File: src/design/port_af_pkg.sv
package port_af_pkg;

   localparam int unsigned PIN_COUNT      = 16;
   localparam int unsigned FUNC_COUNT     = 16;
   localparam int unsigned SEL_WIDTH      = 4;
   localparam int unsigned ADDR_WIDTH     = 8;

   localparam logic [7:0]  ALT_MODE_OFFSET    = 8'h00;
   localparam logic [7:0]  OUT_LATCH_OFFSET   = 8'h14;
   localparam logic [7:0]  SEL_LOW_OFFSET     = 8'h20;
   localparam logic [7:0]  SEL_HIGH_OFFSET    = 8'h24;
   localparam logic [7:0]  BIT_CLEAR_OFFSET   = 8'h28;

   localparam logic [31:0] SEL_LOW_RESET      = 32'h0000_0000;
   localparam logic [31:0] SEL_HIGH_RESET     = 32'h0000_0000;
   localparam logic [15:0] ALT_MODE_RESET     = 16'h0000;
   localparam logic [15:0] OUT_LATCH_RESET    = 16'h0000;
   localparam logic [31:0] READ_ZERO          = 32'h0000_0000;

   typedef struct packed {
      logic [7:0]  paddr;
      logic        psel;
      logic        penable;
      logic        pwrite;
      logic [31:0] pwdata;
   } apb_req_s;

endpackage : port_af_pkg

File: src/design/pin_function_mux.sv
`timescale 1ns/1ps
`default_nettype none
module pin_function_mux
   import port_af_pkg::*;
#(
   parameter int unsigned PINS  = 16,
   parameter int unsigned FUNCS = 16
) (
   input  wire logic                       i_clock,
   input  wire logic                       i_srst,
   input  wire logic [PINS*SEL_WIDTH-1:0]  i_sel,
   input  wire logic [PINS-1:0]            i_alt_en,
   input  wire logic [PINS-1:0]            i_latch,
   input  wire logic [FUNCS*PINS-1:0]      i_af_out,
   input  wire logic [PINS-1:0]            i_pin_in,
   output logic      [PINS-1:0]            o_pin_out,
   output logic      [FUNCS*PINS-1:0]      o_af_in
);

   for (genvar y = 0; y < PINS; y++) begin : g_pin
      logic [SEL_WIDTH-1:0] sel;
      assign sel = i_sel[y*SEL_WIDTH +: SEL_WIDTH];

      // every code reaches a function, none is reserved
      always_ff @(posedge i_clock) begin
         if (i_srst) begin
            o_pin_out[y] <= 1'b0;
         end else if (i_alt_en[y]) begin
            o_pin_out[y] <= i_af_out[32'(sel) * PINS + y];
         end else begin
            o_pin_out[y] <= i_latch[y];
         end
      end

      for (genvar n = 0; n < FUNCS; n++) begin : g_func
         always_ff @(posedge i_clock) begin
            if (i_srst) begin
               o_af_in[n*PINS + y] <= 1'b0;
            end else begin
               o_af_in[n*PINS + y] <= i_alt_en[y] && (32'(sel) == n) && i_pin_in[y];
            end
         end
      end

      alt_route_a: assert property (@(posedge i_clock) disable iff (i_srst)
         i_alt_en[y] |=> o_pin_out[y] == $past(i_af_out[32'(sel) * PINS + y]))
         else $error("alternate function not routed to pin");

      latch_route_a: assert property (@(posedge i_clock) disable iff (i_srst)
         !i_alt_en[y] |=> o_pin_out[y] == $past(i_latch[y]) && o_af_in[y] == 1'b0)
         else $error("selector leaked into non-alternate pin");
   end

endmodule : pin_function_mux
`default_nettype wire

File: src/design/port_alt_function_and_bit_clear.sv
// Decided for this implementation: register access over APB.
`timescale 1ns/1ps
`default_nettype none
// Operation
// - low selector register, four bits per pin 0 to 7, read/write, resets zero.
// - high selector register, four bits per pin 8 to 15, resets zero.
// - selector value n connects the pin to alternate function n; all codes valid.
// - writing one to clear bit y clears output latch bit y; zero leaves it.
// - bit-clear register always reads as zero.
// - only low sixteen clear bits act; upper half writes do nothing.
module port_alt_function_and_bit_clear
   import port_af_pkg::*;
#(
   parameter int unsigned PINS  = PIN_COUNT,
   parameter int unsigned FUNCS = FUNC_COUNT
) (
   input  wire logic                  i_clock,
   input  wire logic                  i_srst,
   input  wire apb_req_s              i_apb,
   output logic                       o_pready,
   output logic      [31:0]           o_prdata,
   output logic                       o_pslverr,
   input  wire logic [FUNCS*PINS-1:0] i_af_out,
   input  wire logic [PINS-1:0]       i_pin_in,
   output logic      [PINS-1:0]       o_pin_out,
   output logic      [FUNCS*PINS-1:0] o_af_in,
   output logic      [PINS-1:0]       o_output_latch
);

   logic [31:0] sel_low_q;
   logic [31:0] sel_high_q;
   logic [15:0] alt_mode_q;
   logic [15:0] latch_q;
   logic        setup;
   logic        commit;
   logic        wr;
   logic        mapped;

   assign setup  = i_apb.psel && !i_apb.penable;
   assign commit = i_apb.psel && i_apb.penable && o_pready;
   assign wr     = commit && i_apb.pwrite;
   assign mapped = i_apb.paddr inside {ALT_MODE_OFFSET, OUT_LATCH_OFFSET, SEL_LOW_OFFSET,
                                       SEL_HIGH_OFFSET, BIT_CLEAR_OFFSET};

   // answer in the first access cycle, no wait states
   always_ff @(posedge i_clock) begin
      if (i_srst) begin
         o_pready <= 1'b0;
      end else begin
         o_pready <= setup;
      end
   end

   always_ff @(posedge i_clock) begin
      if (i_srst) begin
         o_pslverr <= 1'b0;
      end else begin
         o_pslverr <= setup && !mapped;
      end
   end

   always_ff @(posedge i_clock) begin
      if (i_srst) begin
         o_prdata <= READ_ZERO;
      end else if (setup && !i_apb.pwrite) begin
         unique case (i_apb.paddr)
            ALT_MODE_OFFSET:  o_prdata <= {16'h0000, alt_mode_q};
            OUT_LATCH_OFFSET: o_prdata <= {16'h0000, latch_q};
            SEL_LOW_OFFSET:   o_prdata <= sel_low_q;
            SEL_HIGH_OFFSET:  o_prdata <= sel_high_q;
            BIT_CLEAR_OFFSET: o_prdata <= READ_ZERO;
            default:          o_prdata <= READ_ZERO;
         endcase
      end else begin
         o_prdata <= READ_ZERO;
      end
   end

   always_ff @(posedge i_clock) begin
      if (i_srst) begin
         sel_low_q <= SEL_LOW_RESET;
      end else if (wr && i_apb.paddr == SEL_LOW_OFFSET) begin
         sel_low_q <= i_apb.pwdata;
      end
   end

   always_ff @(posedge i_clock) begin
      if (i_srst) begin
         sel_high_q <= SEL_HIGH_RESET;
      end else if (wr && i_apb.paddr == SEL_HIGH_OFFSET) begin
         sel_high_q <= i_apb.pwdata;
      end
   end

   always_ff @(posedge i_clock) begin
      if (i_srst) begin
         alt_mode_q <= ALT_MODE_RESET;
      end else if (wr && i_apb.paddr == ALT_MODE_OFFSET) begin
         alt_mode_q <= i_apb.pwdata[15:0];
      end
   end

   // clear acts only on the write strobe; nothing of it is stored
   always_ff @(posedge i_clock) begin
      if (i_srst) begin
         latch_q <= OUT_LATCH_RESET;
      end else if (wr && i_apb.paddr == OUT_LATCH_OFFSET) begin
         latch_q <= i_apb.pwdata[15:0];
      end else if (wr && i_apb.paddr == BIT_CLEAR_OFFSET) begin
         latch_q <= latch_q & ~i_apb.pwdata[15:0];
      end
   end

   assign o_output_latch = latch_q[PINS-1:0];

   pin_function_mux #(
      .PINS  (PINS),
      .FUNCS (FUNCS)
   ) u_mux (
      .i_clock  (i_clock),
      .i_srst   (i_srst),
      .i_sel    ({sel_high_q, sel_low_q}),
      .i_alt_en (alt_mode_q[PINS-1:0]),
      .i_latch  (latch_q[PINS-1:0]),
      .i_af_out (i_af_out),
      .i_pin_in (i_pin_in),
      .o_pin_out(o_pin_out),
      .o_af_in  (o_af_in)
   );

   sel_low_write_a: assert property (@(posedge i_clock) disable iff (i_srst)
      wr && i_apb.paddr == SEL_LOW_OFFSET |=> sel_low_q == $past(i_apb.pwdata))
      else $error("low selector not written");

   sel_high_write_a: assert property (@(posedge i_clock) disable iff (i_srst)
      wr && i_apb.paddr == SEL_HIGH_OFFSET |=> sel_high_q == $past(i_apb.pwdata))
      else $error("high selector not written");

   bit_clear_a: assert property (@(posedge i_clock) disable iff (i_srst)
      wr && i_apb.paddr == BIT_CLEAR_OFFSET
      |=> latch_q == ($past(latch_q) & ~$past(i_apb.pwdata[15:0])))
      else $error("bit clear wrong");

   clear_upper_a: assert property (@(posedge i_clock) disable iff (i_srst)
      wr && i_apb.paddr == BIT_CLEAR_OFFSET && i_apb.pwdata[15:0] == 16'h0000
      |=> $stable(latch_q) && $stable(sel_low_q) && $stable(sel_high_q))
      else $error("upper clear half had an effect");

   clear_read_a: assert property (@(posedge i_clock) disable iff (i_srst)
      setup && !i_apb.pwrite && i_apb.paddr == BIT_CLEAR_OFFSET ##1 commit
      |-> o_prdata == READ_ZERO)
      else $error("bit clear read not zero");

   // ready follows setup by one edge; the master's penable drops it again
   pready_answer_a: assert property (@(posedge i_clock) disable iff (i_srst)
      setup |=> o_pready)
      else $error("no ready after setup");

   pready_pulse_a: assert property (@(posedge i_clock) disable iff (i_srst)
      o_pready |=> !o_pready)
      else $error("ready held for two cycles");

   slave_error_a: assert property (@(posedge i_clock) disable iff (i_srst)
      setup |=> o_pslverr != $past(mapped))
      else $error("error flag disagrees with address map");

   error_ready_a: assert property (@(posedge i_clock) disable iff (i_srst)
      o_pslverr |-> o_pready)
      else $error("error flag without ready");

   // read data stays zero outside a read answer so the bus mux can OR slaves
   read_idle_a: assert property (@(posedge i_clock) disable iff (i_srst)
      !setup || i_apb.pwrite
      |=> o_prdata == READ_ZERO)
      else $error("read data not zero when idle");

   sel_low_read_a: assert property (@(posedge i_clock) disable iff (i_srst)
      setup && !i_apb.pwrite && i_apb.paddr == SEL_LOW_OFFSET
      |=> o_prdata == $past(sel_low_q))
      else $error("low selector read wrong");

   sel_high_read_a: assert property (@(posedge i_clock) disable iff (i_srst)
      setup && !i_apb.pwrite && i_apb.paddr == SEL_HIGH_OFFSET
      |=> o_prdata == $past(sel_high_q))
      else $error("high selector read wrong");

   latch_read_a: assert property (@(posedge i_clock) disable iff (i_srst)
      setup && !i_apb.pwrite && i_apb.paddr == OUT_LATCH_OFFSET
      |=> o_prdata == {16'h0000, $past(latch_q)})
      else $error("output latch read wrong");

   alt_read_a: assert property (@(posedge i_clock) disable iff (i_srst)
      setup && !i_apb.pwrite && i_apb.paddr == ALT_MODE_OFFSET
      |=> o_prdata == {16'h0000, $past(alt_mode_q)})
      else $error("mode register read wrong");

   alt_write_a: assert property (@(posedge i_clock) disable iff (i_srst)
      wr && i_apb.paddr == ALT_MODE_OFFSET
      |=> alt_mode_q == $past(i_apb.pwdata[15:0]))
      else $error("mode register not written");

   latch_write_a: assert property (@(posedge i_clock) disable iff (i_srst)
      wr && i_apb.paddr == OUT_LATCH_OFFSET
      |=> latch_q == $past(i_apb.pwdata[15:0]))
      else $error("output latch not written");

   // an unmapped write only raises the error; no register may move
   unmapped_write_a: assert property (@(posedge i_clock) disable iff (i_srst)
      wr && !mapped
      |=> $stable(latch_q) && $stable(alt_mode_q) && $stable(sel_low_q) && $stable(sel_high_q))
      else $error("unmapped write changed a register");

   sel_hold_a: assert property (@(posedge i_clock) disable iff (i_srst)
      !wr |=> $stable(sel_low_q) && $stable(sel_high_q))
      else $error("selector moved without a write");

   latch_hold_a: assert property (@(posedge i_clock) disable iff (i_srst)
      !wr |=> $stable(latch_q) && $stable(alt_mode_q))
      else $error("latch moved without a write");

   // no disable here: it must see the reset cycles themselves
   reset_values_a: assert property (@(posedge i_clock)
      i_srst |=> sel_low_q == SEL_LOW_RESET && sel_high_q == SEL_HIGH_RESET
         && alt_mode_q == ALT_MODE_RESET && latch_q == OUT_LATCH_RESET)
      else $error("registers not at reset value");

endmodule : port_alt_function_and_bit_clear
`default_nettype wire

File: config.mk
export PLATFORM = sky130hd
export DESIGN_NAME = port_alt_function_and_bit_clear
export DESIGN_NICKNAME = d
export VERILOG_FILES = /design/src/design/port_af_pkg.sv /design/src/design/pin_function_mux.sv /design/src/design/port_alt_function_and_bit_clear.sv
export SDC_FILE = /design/constraint.sdc
export NUM_CORES = 1
export LEC_CHECK = 0
export BUFFER_PORTS_ARGS = -buffer_cell sky130_fd_sc_hd__buf_2
export CAP_MARGIN = 15
export CORE_AREA = 2 2 249 251
export DETAILED_ROUTE_END_ITERATION = 10
export DIE_AREA = 0 0 251 253
export GPL_ROUTABILITY_DRIVEN = 0
export HOLD_SLACK_MARGIN = 0.12
export PLACE_DENSITY_LB_ADDON = 0.1
export SYNTH_ARGS = -nofsm -noshare
export SYNTH_HDL_FRONTEND = slang
export SYNTH_SLANG_ARGS = --single-unit
export TNS_END_PERCENT = 50
File: constraint.sdc
create_clock -name i_clock -period 2.15 [get_ports i_clock]
set_input_delay 0.43 -clock i_clock [delete_from_list [all_inputs] [get_ports i_clock]]
set_output_delay 0.43 -clock i_clock [all_outputs]
set_load 0.005 [all_outputs]
==> results of run 1 <==
-- cell families (layout without fill, tap and decap cells) --
kind of cell | after synthesis | in the layout | synth area share, %
mux | 182 | 182 | 14.7
other cells | 0 | 2 | 0
buf+inv | 153 | 876 | 4.11
compound gates | 143 | 143 | 6.91
xor+xnor | 1 | 1 | 0.0576
simple gates | 699 | 699 | 21.3
flops | 402 | 402 | 52.9
-- worst paths after layout --
kind | to | slack (ps) | cells after the start
worst max register to register | u_mux.o_pin_out[12] | 250 | 4
worst max-delay path | u_mux.o_pin_out[12] | 250 | 4
worst min-delay path | sel_high_q[28] | 180 | 3
worst min register to register | o_output_latch[15] | 530 | 2
-- power by group --
group | switching [uW] | internal, uW
logic | 303 | 355
clock network | 3240 | 4880
registers | 1.45 | 7450
-- per-layer routing --
layer | wire length (microns) | track usage (%) | vias up | share of wire [%]
li1 | - | - | 6817 | -
met1 | 26200 | 22.7 | 6582 | 42
met2 | 31600 | 34.1 | 442 | 50
met3 | 3630 | 4.37 | 87 | 5.8
met4 | 1520 | 5.32 | 8 | 2.4
met5 | 44 | 0 | - | 0.070
-- synth_stat cells (all sizes together), types with 11 or more instances --
cell type | instances | area share (%)
mux4 | 30 | 4.4
nand3 | 14 | 0.46
a22oi | 32 | 1.6
nand4 | 11 | 0.45
nor2 | 375 | 9.3
a2111oi | 12 | 0.69
inv | 44 | 1.1
clkbuf | 80 | 2.0
nor3 | 104 | 3.5
nand3b | 23 | 1.1
mux2i | 125 | 8.2
or3 | 18 | 0.74
nor2b | 24 | 0.99
buf | 29 | 1.0
o22ai | 12 | 0.49
o2bb2ai | 14 | 0.81
nor3b | 13 | 0.64
dfxtp | 402 | 53
a21oi | 17 | 0.56
nand2b | 20 | 0.82
mux2 | 27 | 2.0
nand2 | 78 | 1.9
o21ai | 17 | 0.56
-- layout make-up --
cell class / instances / area [sq um] / share of cell area, %
sequential: 402 / 8050 / 37.4
multi-input combinational: 1025 / 6580 / 30.6
timing repair buffer: 748 / 4180 / 19.4
clock buffer: 60 / 1260 / 5.88
tap: 790 / 988 / 4.59
clock inverter: 24 / 295 / 1.37
inverter: 44 / 165 / 0.767
antenna: 2 / 5.00 / 0.0232
-- worst reg2reg max path, delay by kind of cell (launching register included) --
kind            cells  cell delay (ps)
flops               1              650
compound gates      2              480
mux                 1              580
simple gates        1               80
-- stage by stage --
step / cell area, sq um / utilization [%]
2_1_floorplan: 15200 / -
3_3_place_gp: 19800 / 32.4
3_5_place_dp: 19800 / 32.4
4_1_cts: 21500 / 35.3
5_1_grt: 21500 / 35.3
6_report: 21500 / 35.3
-- repair_timing --
item	CTS	global route
setup buffers	0	0
endpoints found under the hold margin	27	0
hold buffers	16	0
-- flip-flops by register name (all words and copies together) (netlist names) --
register,flops
o_pslverr,1
u_mux.o_pin_out,16
o_prdata,32
sel_high_q,32
u_mux.o_af_in,256
o_pready,1
o_output_latch,16
alt_mode_q,16
sel_low_q,32
==> impl_metrics.yaml, run 1 <==
clock_tree:
  cts_resized: 0
  cts_buffers: 46
  path_clk_slew_ps: 60
  cts.sinks: 402
  cts_htree_levels: 2
  root_buffer: "clkbuf_16"
  cts_tree: "built"
  clockBufferDepth: 3
  clock_latency_ps: 570
sta:
  period_share_pct: 88.6
  rsz0062_at_grt: "false"
  holdWs_ps: 176
  tightest_slew_ps: 551
  maxSlewViolCount: 0
  min_period_ps: 1900
  setup_viol: 0
  max_freq_mhz: 525
  layout_setup_ws_ps: 246
  maxSlewHeadroom_pct: 63.2
  tns_ps: 0
  fin_skew_ps: 18.4
  hold_violations: 0
route:
  ant_nets: 0
  totalWireLength_mm: 62.9
  drc: 0
  vias: 13900
  dr.pass1.iters: 7
  viasPerCell: 4.50
  drt_iter0_drc: 575
  wl_per_cell_microns: 20.3
logic_synthesis:
  synth_edf_count: 0
  synthArstFlopShare_pct: 0
  syn-num-nets: 1897
  ys_ff_latch: 402
  netlist_area_sq_um: 15200
  synth_warnings: 0
  synth_cells: 1580
  synth-main-ff-cell: "dfxtp_1"
  synthDistinctLibCells: 49
  yosysSeqAreaShare_pct: 52.9
  avgSynthCellArea_sq_um: 9.62
global_route:
  antenna_found_initial: 6
  track_usage_pct: 19.0
  grt_pass1_wl_mm: 91.0
  grt_pass1_vias: 14500
  grt_max_degree: 46
  grt.overflow.total: 0
placed_design:
  port_buffers: 638
  hpwl_mm: 50.6
  post-place-ws_ps: -80.5
  dp_cells: 2993
setup_path:
  worstPathMaxFanout: 12
  endpoint_kind: "flop"
  crit_required_ps: 2590
  r2r_start: "sel_high_q[18]"
  crit_path_start: "sel_high_q[18]"
  max_stage_delay_ps: 650
  crit_family: "flip-flops"
  critPathBufInv: 0
  slowest_stage: "dfxtp_1"
  critPathKind: "flop to flop"
  path_cells: "mux4_2 > o22ai_1 > nor2_1 > a211o_1"
  arrival_ps: 2350
  start_kind: "flop"
power:
  leakage_uw: 0.00926
  ir_drop_mv: 0.408
  design_power_total_uw: 16200
  powerDensity_nw_per_um2: 754
floorplan:
  die_w_microns: 251
  core_area_sq_um: 61000
  die_area_sq_um: 63500
  start_util_pct: 24.9
  ioPinCount: 639
  die_height_microns: 253
  row_count: 91
finish:
  final_common_cell: "buf_2"
  area_growth_pct: 41.6
  mostFrequentLayoutCells: "637 x buf_2, 402 x dfxtp_1, 373 x nor2_1"
  n_fill_cell: 6447
  layout-drive-gt1-share_pct: 38.4
  fin_cells: 3095
  fin_nets: 2584
outcome:
  outcome: "complete, no violations"
worst_hold_path:
  hp-class: "input port to flop"
  hp-start: "i_apb[28]"
job:
  maxCapViolations: 0
(Power assumes the default switching activity.)
==> run 2, diff against run 1 <==
BUFFER_PORTS_ARGS = -buffer_cell sky130_fd_sc_hd__buf_4   (was -buffer_cell sky130_fd_sc_hd__buf_2)
==> run 2 against run 1 <==
Via count is 1.2% higher. Sequential cell count stayed put. Global-route usage is 0.29 points higher. Critical path type unchanged. Combinational power is 27% higher.
==> impl_metrics.yaml, run 2 (synthesis results as in run 1) <==
finish:
  area_growth_pct: 52.8
  mostFrequentLayoutCells: "726 x buf_4, 402 x dfxtp_1, 373 x nor2_1"
  n_fill_cell: 6206
  regMostFlops: "u_mux.o_af_in"
  largest_reg_flops: 256
  n_antenna_cell: 0
  layout-drive-gt1-share_pct: 38.4
  final_common_cell: "buf_4"
  fin_nets: 2597
clock_tree:
  cts_tree: "built"
  clock_latency_ps: 570
  cts_buffers: 48
  cts.sinks: 402
  path_clk_slew_ps: 60
  root_buffer: "clkbuf_16"
  postCtsSetupRepairBufs: 0
  clockBufferDepth: 3
  hold_buffers: 24
  cts_resized: 0
  cts_htree_levels: 2
route:
  drt_iter0_drc: 589
  dr.pass1.iters: 5
  ant_nets: 0
  wl_per_cell_microns: 20.6
  drc: 0
  totalWireLength_mm: 63.8
  viasPerCell: 4.54
  vias: 14100
global_route:
  grt_pass1_wl_mm: 92.3
  grt.overflow.total: 0
  grt_max_degree: 35
  track_usage_pct: 19.3
  antenna_found_initial: 0
  grt_pass1_vias: 14700
sta:
  maxSlewViolCount: 0
  max_freq_mhz: 513
  tightest_slew_ps: 572
  min_period_ps: 1950
  setup_viol: 0
  layout_setup_ws_ps: 203
  maxSlewHeadroom_pct: 61.8
  period_share_pct: 90.6
  fin_skew_ps: 19.3
  rsz0062_at_grt: "false"
  hold_violations: 0
power:
  ir_drop_mv: 0.397
  design_power_total_uw: 16400
  powerDensity_nw_per_um2: 704
  leakage_uw: 0.00956
placed_design:
  hpwl_mm: 51.5
  port_buffers: 638
  post-place-ws_ps: -97.5
setup_path:
  worstPathMaxFanout: 12
  crit_required_ps: 2590
  critPathKind: "flop to flop"
  start_kind: "flop"
  ff2ff_path_depth: 4
  endpoint_kind: "flop"
  arrival_ps: 2390
outcome:
  outcome: "complete, no violations"
floorplan:
  die_height_microns: 253
  die_area_sq_um: 63500
  start_util_pct: 24.9
  die_w_microns: 251
  core_area_sq_um: 61000
  row_count: 91
  ioPinCount: 639
worst_hold_path:
  whs_path_depth: 3
  hp-class: "input port to flop"
job:
  maxCapViolations: 0
-- run 2: where the power goes --
| part | total (uW) | internal (uW) | switching (uW) |
|---|---|---|---|
| clock network | 8070 | 4880 | 3190 |
| logic | 833 | 527 | 306 |
| registers | 7450 | 7450 | 1.28 |
| total | 16400 | 12900 | 3500 |
-- run 2: critical path: stages, from the launching register on --
cell and delay [ps]:
dfxtp_1 680, mux4_2 580, o22ai_1 220, nor2_1 70, a211o_1 270
-- run 2: final timing paths --
kind | end | slack (ps) | startpoint
worst max-delay path | u_mux.o_pin_out[12] | 200 | sel_high_q[18]
worst min-delay path | alt_mode_q[0] | 160 | i_apb[0]
worst max register to register | u_mux.o_pin_out[12] | 200 | sel_high_q[18]
worst min register to register | u_mux.o_af_in[7] | 580 | sel_low_q[29]
-- run 2: stage by stage --
stage / TNS, ps / util (%) / instances / area, sq um / hold WS [ps]
6_report: 0 / 38.1 / 3104 / 23200 / 158
4_1_cts: 0 / 38.1 / 3104 / 23200 / 121
3_5_place_dp: -2700 / 35.1 / 2996 / 21400 / 579
5_1_grt: 0 / 38.1 / 3104 / 23200 / 138
2_1_floorplan: -17.5 / - / 1580 / 15200 / 484
3_3_place_gp: -1320 / 35.1 / 2996 / 21400 / 571
-- run 2: layout make-up --
cell class              instances  area (sq um)  area share [%]
multi-input cells            1025          6580            28.3
flip-flops and latches        402          8050            34.7
inverters                      44           165           0.711
clock inverters                14           134           0.576
well taps                     790           988            4.26
repair buffers                759          5860            25.2
clock buffers                  70          1450            6.22
-- run 2: routing by layer --
| layer | routed length [microns] | vias to the layer above | global-route usage (%) | share of wire (%) |
|---|---|---|---|---|
| li1 | - | 6830 | - | - |
| met1 | 26000 | 6723 | 22.7 | 41 |
| met2 | 32400 | 459 | 34.9 | 51 |
| met3 | 3860 | 87 | 4.44 | 6.0 |
| met4 | 1610 | 0 | 5.63 | 2.5 |
| met5 | 0 | - | 0 | 0 |
